===== src/verilog/isd_pkg.sv =====
package isd_pkg;

    ////////////////////////////////////////////////////////////////////////
    // register map, byte addresses
    localparam logic [11:0] ADDR_DESC_LO = 12'h000;
    localparam logic [11:0] ADDR_DESC_HI = 12'h004;
    localparam logic [11:0] ADDR_STATUS  = 12'h008;

    localparam logic [31:0] DESC_LO_RESET = 32'h0000_0000;
    localparam logic [31:0] DESC_HI_RESET = 32'h0000_0000;

    ////////////////////////////////////////////////////////////////////////
    // descriptor field positions, bit numbers within the 64-bit lower pair of words
    localparam int ADDR_MSB   = 41;
    localparam int ADDR_LSB   = 35;
    localparam int ENDP_MSB   = 34;
    localparam int ENDP_LSB   = 32;
    localparam int ENDP0_BIT  = 31;
    localparam int LIMIT_MSB  = 28;
    localparam int LIMIT_LSB  = 18;
    localparam int COUNT_MSB  = 17;
    localparam int COUNT_LSB  = 3;
    localparam int VALID_BIT  = 0;
    localparam int SPLIT_BIT  = 46;
    localparam int ACTIVE_BIT = 63;

    // status word layout
    localparam int STAT_BUSY_BIT   = 0;
    localparam int STAT_SPLIT_BIT  = 1;
    localparam int STAT_REMAIN_LSB = 16;

    ////////////////////////////////////////////////////////////////////////
    typedef enum logic [1:0] {
        ISD_IDLE  = 2'b01,
        ISD_ISSUE = 2'b10
    } isd_state_t;

    typedef struct packed {
        logic [6:0]  target_function_addr;
        logic [3:0]  endpoint_number;
        logic [10:0] translator_packet_limit;
        logic [14:0] total_byte_count;
        logic        split;
        logic        valid;
    } isd_fields_t;

    typedef struct packed {
        logic        valid;
        logic        split;
        logic        last;
        logic [6:0]  addr;
        logic [3:0]  endp;
        logic [14:0] len;
    } isd_token_t;

    // bytes carried by the next transaction
    function automatic logic [14:0] isd_chunk(input logic [14:0] remain,
                                              input logic [10:0] limit,
                                              input logic        split);
        logic [14:0] lim15;
        lim15 = {4'h0, limit};
        if (!split || limit == 11'h000 || remain <= lim15) begin
            return remain;
        end
        return lim15;
    endfunction

endpackage


===== src/verilog/isd_field_decode.sv =====
`timescale 1ns/100ps
module isd_field_decode (
    input  wire logic [63:0]        desc_i,   // descriptor words one and zero
    output isd_pkg::isd_fields_t    fields_o  // decoded fields
);

    always_comb begin
        fields_o.target_function_addr    = desc_i[isd_pkg::ADDR_MSB:isd_pkg::ADDR_LSB];         // RULE_01
        fields_o.endpoint_number         = {desc_i[isd_pkg::ENDP_MSB:isd_pkg::ENDP_LSB],
                                            desc_i[isd_pkg::ENDP0_BIT]};                        // RULE_02
        fields_o.translator_packet_limit = desc_i[isd_pkg::LIMIT_MSB:isd_pkg::LIMIT_LSB];       // RULE_03
        fields_o.total_byte_count        = desc_i[isd_pkg::COUNT_MSB:isd_pkg::COUNT_LSB];       // RULE_06
        fields_o.split                   = desc_i[isd_pkg::SPLIT_BIT];                          // RULE_13
        fields_o.valid                   = desc_i[isd_pkg::VALID_BIT];
        // bits 30:29 and 2:1 are never looked at
    end                                                                                         // RULE_11

endmodule // isd_field_decode


===== src/verilog/isd_split_engine.sv =====
// Design decisions made here: the placing of the registers and register access over APB.
`timescale 1ns/100ps
// Summary of operation
// RULE_01 - The target function address for tokens comes from descriptor bits 41 to 35.
// RULE_02 - The endpoint number is bits 34 to 32 on top with bit 31 as its lowest bit.
// RULE_03 - Each start split carries no more bytes than the 11-bit limit in bits 28 to 18; here a zero limit sends the whole remainder.
// RULE_04 - Software sets that limit to 188 out or 192 in when the millisecond total exceeds 188.
// RULE_05 - Otherwise software sets that limit equal to the millisecond total.
// RULE_06 - The 15-bit count in bits 17 to 3 sizes the data area of the descriptor.
// RULE_07 - Software keeps that count at 1023 or below.
// RULE_08 - The count doubles as the downstream maximum packet size, with no other size field.
// RULE_09 - Software sets the valid bit 0 when it has payload, making the descriptor active.
// RULE_10 - Hardware clears the valid bit when the descriptor is done or on a fatal error.
// RULE_11 - Bits 30 to 29 and 2 to 1 have no effect on operation.
// RULE_12 - Software writes active bit 63 equal to valid and hardware clears it later.
// RULE_13 - Bit 46 high selects a split transaction, low a plain high-speed one.
// RULE_14 - Nothing runs while valid is zero and clearing it leaves other fields untouched.
module isd_split_engine (
    input  wire logic               clock_i,    // 10 MHz clock
    input  wire logic               rst_b_i,    // async reset, active low
    input  wire logic               psel_i,     // apb select
    input  wire logic               penable_i,  // apb enable
    input  wire logic               pwrite_i,   // apb direction, high = write
    input  wire logic [11:0]        paddr_i,    // apb byte address
    input  wire logic [31:0]        pwdata_i,   // apb write data
    output logic      [31:0]        prdata_o,   // apb read data
    output logic                    pready_o,   // apb ready
    output logic                    pslverr_o,  // apb error, unmapped address
    output isd_pkg::isd_token_t     token_o,    // transaction request to the link
    input  wire logic               xact_done_i,// link finished the requested transaction
    input  wire logic               fatal_err_i // link reports a fatal error
);

    ////////////////////////////////////////////////////////////////////////
    // all state in one record: one process computes the next copy, one registers it
    typedef struct packed {
        isd_pkg::isd_state_t st;
        logic [31:0]         desc_lo;
        logic [31:0]         desc_hi;
        logic [14:0]         remain;
        logic [10:0]         limit;
        isd_pkg::isd_token_t tok;
        logic [31:0]         prdata;
        logic                pready;
        logic                pslverr;
    } isd_regs_t;

    isd_regs_t            state_reg;
    isd_regs_t            state_next;
    isd_pkg::isd_fields_t fields;

    // decoding is combinational from the stored words; fields are latched only at start
    isd_field_decode u_decode (
        .desc_i   ({state_reg.desc_hi, state_reg.desc_lo}),
        .fields_o (fields)
    );

    ////////////////////////////////////////////////////////////////////////
    function automatic logic addr_known(input logic [11:0] a);
        return a == isd_pkg::ADDR_DESC_LO || a == isd_pkg::ADDR_DESC_HI || a == isd_pkg::ADDR_STATUS;
    endfunction

    // the status word is rebuilt every cycle, so a read always sees the live count
    function automatic logic [31:0] pack_status(input logic        is_busy,
                                                input logic        is_split,
                                                input logic [14:0] left);
        logic [31:0] w;
        w = 32'h0000_0000;
        w[isd_pkg::STAT_BUSY_BIT]         = is_busy;
        w[isd_pkg::STAT_SPLIT_BIT]        = is_split;
        w[isd_pkg::STAT_REMAIN_LSB +: 15] = left;
        return w;
    endfunction

    // unmapped offsets read as zero; the error flag tells software why
    function automatic logic [31:0] read_mux(input logic [11:0] a,
                                             input logic [31:0] lo,
                                             input logic [31:0] hi,
                                             input logic [31:0] stat);
        logic [31:0] w;
        case (a)
            isd_pkg::ADDR_DESC_LO: w = lo;
            isd_pkg::ADDR_DESC_HI: w = hi;
            isd_pkg::ADDR_STATUS:  w = stat;
            default:               w = 32'h0000_0000;
        endcase
        return w;
    endfunction

    // one place sizes a chunk, for the first one and for every later one
    // a zero limit, or a plain high-speed run, sends the whole remainder at once
    function automatic isd_pkg::isd_token_t size_chunk(input isd_pkg::isd_token_t cur,
                                                       input logic [14:0]         left,
                                                       input logic [10:0]         limit);
        isd_pkg::isd_token_t t;
        t      = cur;
        t.len  = isd_pkg::isd_chunk(left, limit, cur.split);                                    // RULE_03
        t.last = (t.len == left);
        return t;
    endfunction

    // only the two descriptor words take writes; the status offset drops them without an error
    function automatic logic [1:0] write_sel(input logic [11:0] a);
        logic [1:0] s;
        case (a)
            isd_pkg::ADDR_DESC_LO: s = 2'b01;
            isd_pkg::ADDR_DESC_HI: s = 2'b10;
            default:               s = 2'b00;
        endcase
        return s;
    endfunction

    ////////////////////////////////////////////////////////////////////////
    // per-cycle decisions shared by the engine and the bus slave
    logic        setup_phase;  // apb setup cycle
    logic        wr_commit;    // apb write lands at this edge
    logic        busy;         // a run is in progress
    logic        start_run;    // idle and software has set the valid bit
    logic        run_end;      // last chunk done, or a fatal error
    logic        chunk_step;   // a chunk before the last is done
    logic [1:0]  wr_sel;       // descriptor words written at this edge
    logic [14:0] left_after;   // bytes still owed once the current chunk is done
    logic [31:0] status_word;  // live status for reads
    logic [31:0] rd_word;      // read data picked at setup

    always_comb begin
        setup_phase = psel_i && !penable_i;
        wr_commit   = psel_i && penable_i && state_reg.pready && pwrite_i;
        busy        = (state_reg.st == isd_pkg::ISD_ISSUE);
        // a done or error pulse outside a run is ignored, so a stray link answer cannot start anything
        start_run   = (state_reg.st == isd_pkg::ISD_IDLE) && fields.valid;                       // RULE_14
        // fatal wins over done: the run stops whatever the link says about the chunk
        run_end     = busy && (fatal_err_i || (xact_done_i && state_reg.tok.last));              // RULE_10
        chunk_step  = busy && xact_done_i && !state_reg.tok.last && !fatal_err_i;
        left_after  = state_reg.remain - state_reg.tok.len;
        status_word = pack_status(busy, state_reg.tok.split, state_reg.remain);
        rd_word     = read_mux(paddr_i, state_reg.desc_lo, state_reg.desc_hi, status_word);

        // hold everything unless a branch below says otherwise
        state_next = state_reg;

        ////////////////////////////////////////////////////////////////////
        // transfer engine
        case (state_reg.st)
            isd_pkg::ISD_IDLE: begin
                // only a valid descriptor is ever started
                if (start_run) begin                                                             // RULE_14
                    state_next.st        = isd_pkg::ISD_ISSUE;
                    state_next.remain    = fields.total_byte_count;                              // RULE_06 RULE_08
                    // the limit is latched so a rewrite during the run cannot resize later chunks
                    state_next.limit     = fields.translator_packet_limit;                       // RULE_03
                    state_next.tok.valid = 1'b1;
                    state_next.tok.split = fields.split;                                         // RULE_13
                    state_next.tok.addr  = fields.target_function_addr;                          // RULE_01
                    state_next.tok.endp  = fields.endpoint_number;                               // RULE_02
                    state_next.tok       = size_chunk(state_next.tok, fields.total_byte_count,
                                                      fields.translator_packet_limit);           // RULE_03
                end
            end
            isd_pkg::ISD_ISSUE: begin
                if (run_end) begin
                    // only the two flag bits move; every other field keeps what software wrote
                    state_next.st                          = isd_pkg::ISD_IDLE;
                    state_next.tok.valid                   = 1'b0;
                    state_next.desc_lo[isd_pkg::VALID_BIT] = 1'b0;                              // RULE_10 RULE_14
                    state_next.desc_hi[isd_pkg::ACTIVE_BIT - 32] = 1'b0;
                    // a fatal error keeps the remaining count so software can see how far the run got
                    if (!fatal_err_i) begin
                        state_next.remain = 15'h0000;
                    end
                end else if (chunk_step) begin
                    // later chunks use the limit latched at start, not a mid-run rewrite
                    state_next.remain = left_after;
                    state_next.tok    = size_chunk(state_reg.tok, left_after, state_reg.limit);  // RULE_03
                end
            end
            default: begin
                // an illegal state code drops the request rather than guess at a run
                state_next.st        = isd_pkg::ISD_IDLE;
                state_next.tok.valid = 1'b0;
            end
        endcase

        ////////////////////////////////////////////////////////////////////
        // apb slave: one wait-free access phase, ready registered from setup
        state_next.pready  = setup_phase;
        // an unmapped offset answers at once with the error flag, never with a stall
        state_next.pslverr = setup_phase && !addr_known(paddr_i);
        state_next.prdata  = 32'h0000_0000;
        // read data is taken at setup so that it already stands when pready rises
        if (setup_phase && !pwrite_i) begin
            state_next.prdata = rd_word;
        end

        // a software write lands after the hardware clear, so a set in the same cycle wins
        // the status offset takes no write, so only two selects exist
        wr_sel = wr_commit ? write_sel(paddr_i) : 2'b00;
        if (wr_sel[0]) begin
            state_next.desc_lo = pwdata_i;                                                       // RULE_09
        end
        if (wr_sel[1]) begin
            state_next.desc_hi = pwdata_i;                                                       // RULE_12
        end
    end

    ////////////////////////////////////////////////////////////////////////
    // reset clears the record except the state, which loads ISD_IDLE, so the bus and the link see zeros until the first edge after release
    always_ff @(posedge clock_i or negedge rst_b_i) begin
        if (!rst_b_i) begin
            state_reg         <= '0;
            state_reg.st      <= isd_pkg::ISD_IDLE;
            state_reg.desc_lo <= isd_pkg::DESC_LO_RESET;
            state_reg.desc_hi <= isd_pkg::DESC_HI_RESET;
        end else begin
            state_reg <= state_next;
        end
    end

    // every output is a register bit, so no decode path reaches the pins
    assign prdata_o  = state_reg.prdata;
    assign pready_o  = state_reg.pready;
    assign pslverr_o = state_reg.pslverr;
    assign token_o   = state_reg.tok;

endmodule // isd_split_engine


===== config.mk =====
export PLATFORM = sky130hd
export DESIGN_NAME = isd_split_engine
export DESIGN_NICKNAME = d
export VERILOG_FILES = /design/src/verilog/isd_pkg.sv /design/src/verilog/isd_field_decode.sv /design/src/verilog/isd_split_engine.sv
export SDC_FILE = /design/constraint.sdc
export NUM_CORES = 1
export LEC_CHECK = 0
export BUFFER_PORTS_ARGS = -buffer_cell sky130_fd_sc_hd__buf_2
export CORE_UTILIZATION = 50
export DETAILED_ROUTE_END_ITERATION = 6
export PLACE_DENSITY_LB_ADDON = 0.08
export SKIP_CTS_REPAIR_TIMING = 1
export SLEW_MARGIN = 25
export SYNTH_ARGS = -nofsm -noshare
export SYNTH_HDL_FRONTEND = slang
export SYNTH_SLANG_ARGS = --single-unit

===== constraint.sdc =====
create_clock -name clock_i -period 3.4 [get_ports clock_i]
set_input_delay 0.68 -clock clock_i [delete_from_list [all_inputs] [get_ports clock_i]]
set_output_delay 0.68 -clock clock_i [all_outputs]
set_load 0.005 [all_outputs]

== Word-level counts from Yosys, hierarchy flattened ==
Index checks and enable logic that the tools add are counted.

* Bits in registers: 155
* Input port bits: 51
* Output and inout bits: 63
* Logic and storage cells: 110

* Add/subtract/negate cells: 1
* Magnitude comparators: 2
* Equality and inequality tests: 12
* Multiplexer cells: 37
* Bitwise gates (word level): 1
* Reductions and logical operators: 41

{| class="wikitable"
|+ Operators with widths
! cell !! count
|-
| 15-bit 2-to-1 mux || 12
|-
| 32-bit one-hot mux with 3 select lines || 1
|-
| 32-bit 2-to-1 mux || 2
|-
| 28-bit one-hot mux with 2 select lines || 1
|-
| 55-bit 2-to-1 mux || 1
|-
| 27-bit 2-to-1 mux || 2
|-
| 15-bit equality test || 2
|-
| 15-bit by 11-bit <= comparator with 1-bit output || 2
|-
| 15-bit one-hot mux with 2 select lines || 1
|-
| 11-bit zero test || 2
|-
| 15-bit subtractor || 1
|-
| 12-bit by 3-bit equality test with 1-bit output (second input constant) || 1
|-
| 12-bit by 4-bit equality test with 1-bit output (second input constant) || 1
|-
| 1-bit logical AND || 12
|-
| 12-bit zero test || 1
|-
| 2-bit 2-to-1 mux || 5
|-
| 2-bit nonzero test || 5
|-
| 1-bit 2-to-1 mux || 9
|-
| 2-bit one-hot mux with 2 select lines || 2
|-
| 2-bit AND reduction || 4
|-
| 4-bit AND reduction || 2
|-
| 1-bit zero test || 7
|-
| 1-bit logical OR || 7
|-
| 2-bit by 1-bit != test with 1-bit output (second input constant) || 2
|-
| 8 further kinds || 9
|}

== Depth between registers and ports, before layout ==
* Depth after elaboration: 15
* Mapped depth: 16
* Mapped depth without buffers: 16

== Modules after synthesis ==
From an unflattened synthesis, not the netlist that was laid out.

* Cells, all modules: 939
* Area total of the unflattened synthesis: 9252.6 µm²

{| class="wikitable"
|+ By module, submodules not included
! module !! instances !! cells each !! area an instance (µm²) !! seq. area each (µm²)
|-
| isd_split_engine || 1 || 900 || 8959.8 || 3880.0
|-
| isd_field_decode || 1 || 39 || 292.8 || 0.0
|}

== Least setup slack after synthesis ==
No wires, ideal clock.

* Path kind: register to register
* Start: register state_reg[74] (netlist name)
* End: register state_reg, in the netlist token_o[3]
* Setup time: 0.126 ns
* Arrival: 3.366 ns
* Required time: 3.274 ns
* Slack: -0.092 ns
* Cell stages (with the launch flop): 16
* Buffers on the path: 1
* Period minus slack after synthesis: 3.492 ns
* Cells stage by stage: dfrtp_1 inv_1 ha_1 fa_1 nor2b_4 o31a_4 a311o_1 nor2_1 ha_1 a21o_1 a21o_1 a221oi_1 or3_1 buf_1 o21ai_2 a221o_1

* Longest elaborated chain between the ends: 14
* Elaborated cells on any way between the ends: 15
* Those cells by class: add/sub: 1; order compare: 1; mux: 12; reduce/logical: 1

{| class="wikitable"
|+ RTL lines
! element !! line !! text
|-
| start: declaration || isd_split_engine.sv:48 || <nowiki>isd_regs_t state_reg;</nowiki>
|-
| start signal: assignment || isd_split_engine.sv:215 || <nowiki>state_reg <= state_next;</nowiki>
|-
| 15-bit subtractor (*) || isd_split_engine.sv:135 || <nowiki>left_after = state_reg.remain - state_reg.tok.len;</nowiki>
|-
| 15-bit by 11-bit <= comparator with 1-bit output || isd_pkg.sv:62 || <nowiki>if (!split || limit == 11'h000 || remain <= lim15) begin</nowiki>
|-
| 1-bit logical OR || isd_pkg.sv:62 ||
|-
| 1-bit 2-to-1 mux || isd_pkg.sv:62 ||
|-
| 1-bit 2-to-1 mux || isd_split_engine.sv:171 || <nowiki>end else if (chunk_step) begin</nowiki>
|-
| 1-bit 2-to-1 mux || isd_split_engine.sv:161 || <nowiki>if (run_end) begin</nowiki>
|-
| 1-bit 2-to-1 mux || isd_split_engine.sv:144 || <nowiki>case (state_reg.st)</nowiki>
|-
| 15-bit 2-to-1 mux (*) || isd_pkg.sv:65 || <nowiki>return lim15;</nowiki>
|-
| 15-bit 2-to-1 mux (*) || isd_split_engine.sv:171 ||
|-
| 15-bit 2-to-1 mux (*) || isd_split_engine.sv:161 ||
|-
| 15-bit 2-to-1 mux (*) || isd_split_engine.sv:144 ||
|-
| 27-bit 2-to-1 mux (*) || isd_split_engine.sv:171 ||
|-
| 27-bit 2-to-1 mux (*) || isd_split_engine.sv:161 ||
|-
| 28-bit one-hot mux with 2 select lines (*) || isd_split_engine.sv:144 ||
|}

Mark *: on every way between the ends. The rest lies on a longest branch, timed or not. The select of a mux whose other input is x is not followed.
A chain may end at the register's enable or synchronous reset.

== Final worst setup path ==
* Start: register state_reg[74] (netlist name)
* End: register state_reg, in the netlist token_o[0]

Same word-level chain as after synthesis.

==> flow_summary.ini <==
[grt]
grt_usage_pct = 29.9
gr-total-overflow = 0
antenna_found_initial = 0
grt_max_degree = 67
grt_pass1_vias = 7529
grt_pass1_wl_um = 41400

[worst_setup_path]
path_class = flop to flop
slowest_delay_ps = 390
critPathMaxFanout = 5
start_kind = flop
critPathTopFamily = compound AO/OA/AOI/OAI gates
cp_data_required_time_ps = 3710
crit_buf_inv = 1
arrival_ps = 3730
crit_slowest_cell = dfrtp_1
end_kind = flop
crit_chain = inv_2 > ha_4 > fa_2 > nor2b_4 > o31a_4 > o21ai_2 > nand2_2 > xor2_2 > ha_1 > nand4_1 > a21oi_2 > a221oi_2 > or2_4 > and3_2 > a221o_1

[clocking]
htreeDepth = 4
clock-root-buffer = clkbuf_16
cts_tree = done
clk_path_buf_depth = 2
clock_latency_ps = 430
cts_buffers = 17
numClockSinks = 155
cts.clk_slew.worst_paths_ps = 70

[synth]
synth_top_area_cell = dfrtp_1
ys_ff_latch = 155
syn_area_um2 = 8990
synthCells = 900
syn_nets = 990
avgSynthCellArea_um2 = 9.99
yosys_warnings = 0
ys.flop_type = dfrtp_1
synthTopCellsByArea = dfrtp_1 (43%), mux2_2 (7.9%), ha_1 (5.3%)
yosys.cell_types.count = 66
synth.top_cell.area_share_pct = 42.9
synth_edf_count = 0
seq_area_frac_synth_pct = 43.2
async_reset_ff_share_pct = 100

[routing]
vias = 7400
routed_via_density = 5.79
wl_per_cell_um = 20.7
drt_iter0_drc = 591
ant_nets = 0
dr.pass1.iters = 5
drt_wl_total_um = 26500
drc = 0

[power_and_ir_drop]
internal_power_mw = 4.04
peakVddDrop_mv = 0.431
comb_power_share_pct = 39.5
p_seq_share_pct = 31.3
switching_power_mw = 2.22
leakage_nw = 5.39
p_clk_share_pct = 29.2
netSwitchingFraction_pct = 35.5
powerDensity_nw_per_um2 = 578

[timing]
worst_pin_slew_ps = 831
timing.slew.headroom_pct = 44.6
finalHoldViolCount = 0
finalSetupViolCount = 10
grt_setup_unrepaired = true
fin_crit_ps = 3420
timing.hold.ws_ps = 253
worst_slack_ps = -21.6
fmax_mhz = 292
min_period_over_period_pct = 101
finClkSkew_ps = 8.05
slew_viol_final = 0

[status]
violations = negative setup slack
outcome = finished, violations left

[die]
io_pins = 114
fp.dieH_um = 136
core_um2 = 17400
fp.dieW_um = 136
num_rows = 48
initial_core_util_pct = 51.6
dieArea_um2 = 18500

[finish]
fin_util_pct = 62.2
drive_gt1_share_pct = 34.1
area_delta_synth_final_pct = 20.6
fin_nets = 1131
final_cells = 1279
final_cell_area_um2 = 10800
largest_register_ffs = 92
antenna-diode-count = 0

[placed_design]
gp_congestion = 0.936
dp_cells = 1244
dp_hpwl_um = 20100
dpl_worst_slack_ps = -148
port_buffers = 113
placed_area_um2 = 10100

[hold_path]
hp-class = input port to asynchronous set/reset pin

[flow_run]
cap_viol_max_count = 0
-- worst reg2reg max path, stage by stage, from the launching register on --
cell and delay [ps]:
dfrtp_1 390, inv_2 80, ha_4 140, fa_2 230, nor2b_4 60, o31a_4 360, o21ai_2 150, nand2_2 90
xor2_2 200, ha_1 300, nand4_1 140, a21oi_2 170, a221oi_2 90, or2_4 260, and3_2 270, a221o_1 370
-- final cells by class --
class                   instances  area (um^2)
fillers                      1511         6580
multi-input cells             586         4430
flip-flops and latches        155         3880
repair buffers                225         1480
clock buffers                  18          429
well taps                     225          282
inverters                      56          210
clock inverters                14          131
-- cells in the mapped netlist (12+ instances only) --
library cell / n
mux2i_1: 44
nand2_1: 48
buf_4: 61
a21oi_1: 51
inv_1: 56
clkbuf_1: 30
a22oi_1: 26
xnor2_1: 25
nor2_1: 86
ha_1: 38
o21ai_0: 37
nand4_1: 15
nor3_1: 12
mux2_2: 63
dfrtp_1: 154
-- metal layers --
metal | vias to the layer above | track usage, % | wire length [um]
li1 | 3414 | - | -
met5 | - | 0 | 0
met3 | 44 | 4.66 | 1360
met4 | 0 | 11.1 | 674
met1 | 3703 | 40.2 | 11600
met2 | 239 | 48.4 | 12800
-- power by group through the flow --
stage / Clock (mW) / Combinational (mW) / Sequential [mW]
after floorplan: 0 / 1.31 / 1.97
after global placement: 0 / 2.21 / 1.99
after detailed placement: 0 / 2.22 / 1.99
after CTS: 1.86 / 2.24 / 1.96
after global routing: 1.93 / 2.68 / 1.97
final: 1.83 / 2.48 / 1.96
-- through the flow --
stage / TNS [ps] / power, mW
global route: -1580 / 6.58
CTS: -1540 / 6.05
floorplan: 0 / 3.28
finish: -121 / 6.27
detailed placement: -1280 / 4.21
global placement: -560 / 4.20
-- cell usage in the layout, fill, tap and decap left out, types with 6 or more instances in the layout --
master and count:
ha_1 34, xnor2_1 24, buf_4 106, nor3_1 10, buf_2 112, nor2_1 82, a211oi_1 6, nor4_1 10
mux2_2 63, nand4_1 15, dfrtp_1 154, clkbuf_16 17, nand2_1 47, nand2b_1 10, and2_1 8, o21ai_0 36
a221o_1 10, inv_1 55, mux2i_1 44, a21oi_1 49, nand3_1 10, a22oi_1 26, a21o_1 8, a221oi_1 7
-- worst paths after layout --
| check | startpoint | to | slack (ps) | cells past startpoint |
|---|---|---|---|---|
| max | state_reg[74] | token_o[0] | -20 | 15 |
| min | rst_b_i | state_reg[154] | 250 | 1 |
| max reg2reg | state_reg[74] | token_o[0] | -20 | 15 |
| min reg2reg | state_reg[106] | state_reg[106] | 510 | 1 |
| max in group asynchronous | rst_b_i | state_reg[110] | 2390 | 2 |
| min in group clock_i | pwdata_i[25] | state_reg[146] | 480 | 3 |
-- cells by family after synthesis --
| kind of cell | after synthesis | share of synthesized area, % |
|---|---|---|
| simple gates | 224 | 11.9 |
| flops | 155 | 43.2 |
| fa+ha+maj | 39 | 5.51 |
| buf+inv | 159 | 9.35 |
| compound gates | 186 | 14.2 |
| xor+xnor | 30 | 3.08 |
| mux | 107 | 12.8 |
(Power assumes the default switching activity.)
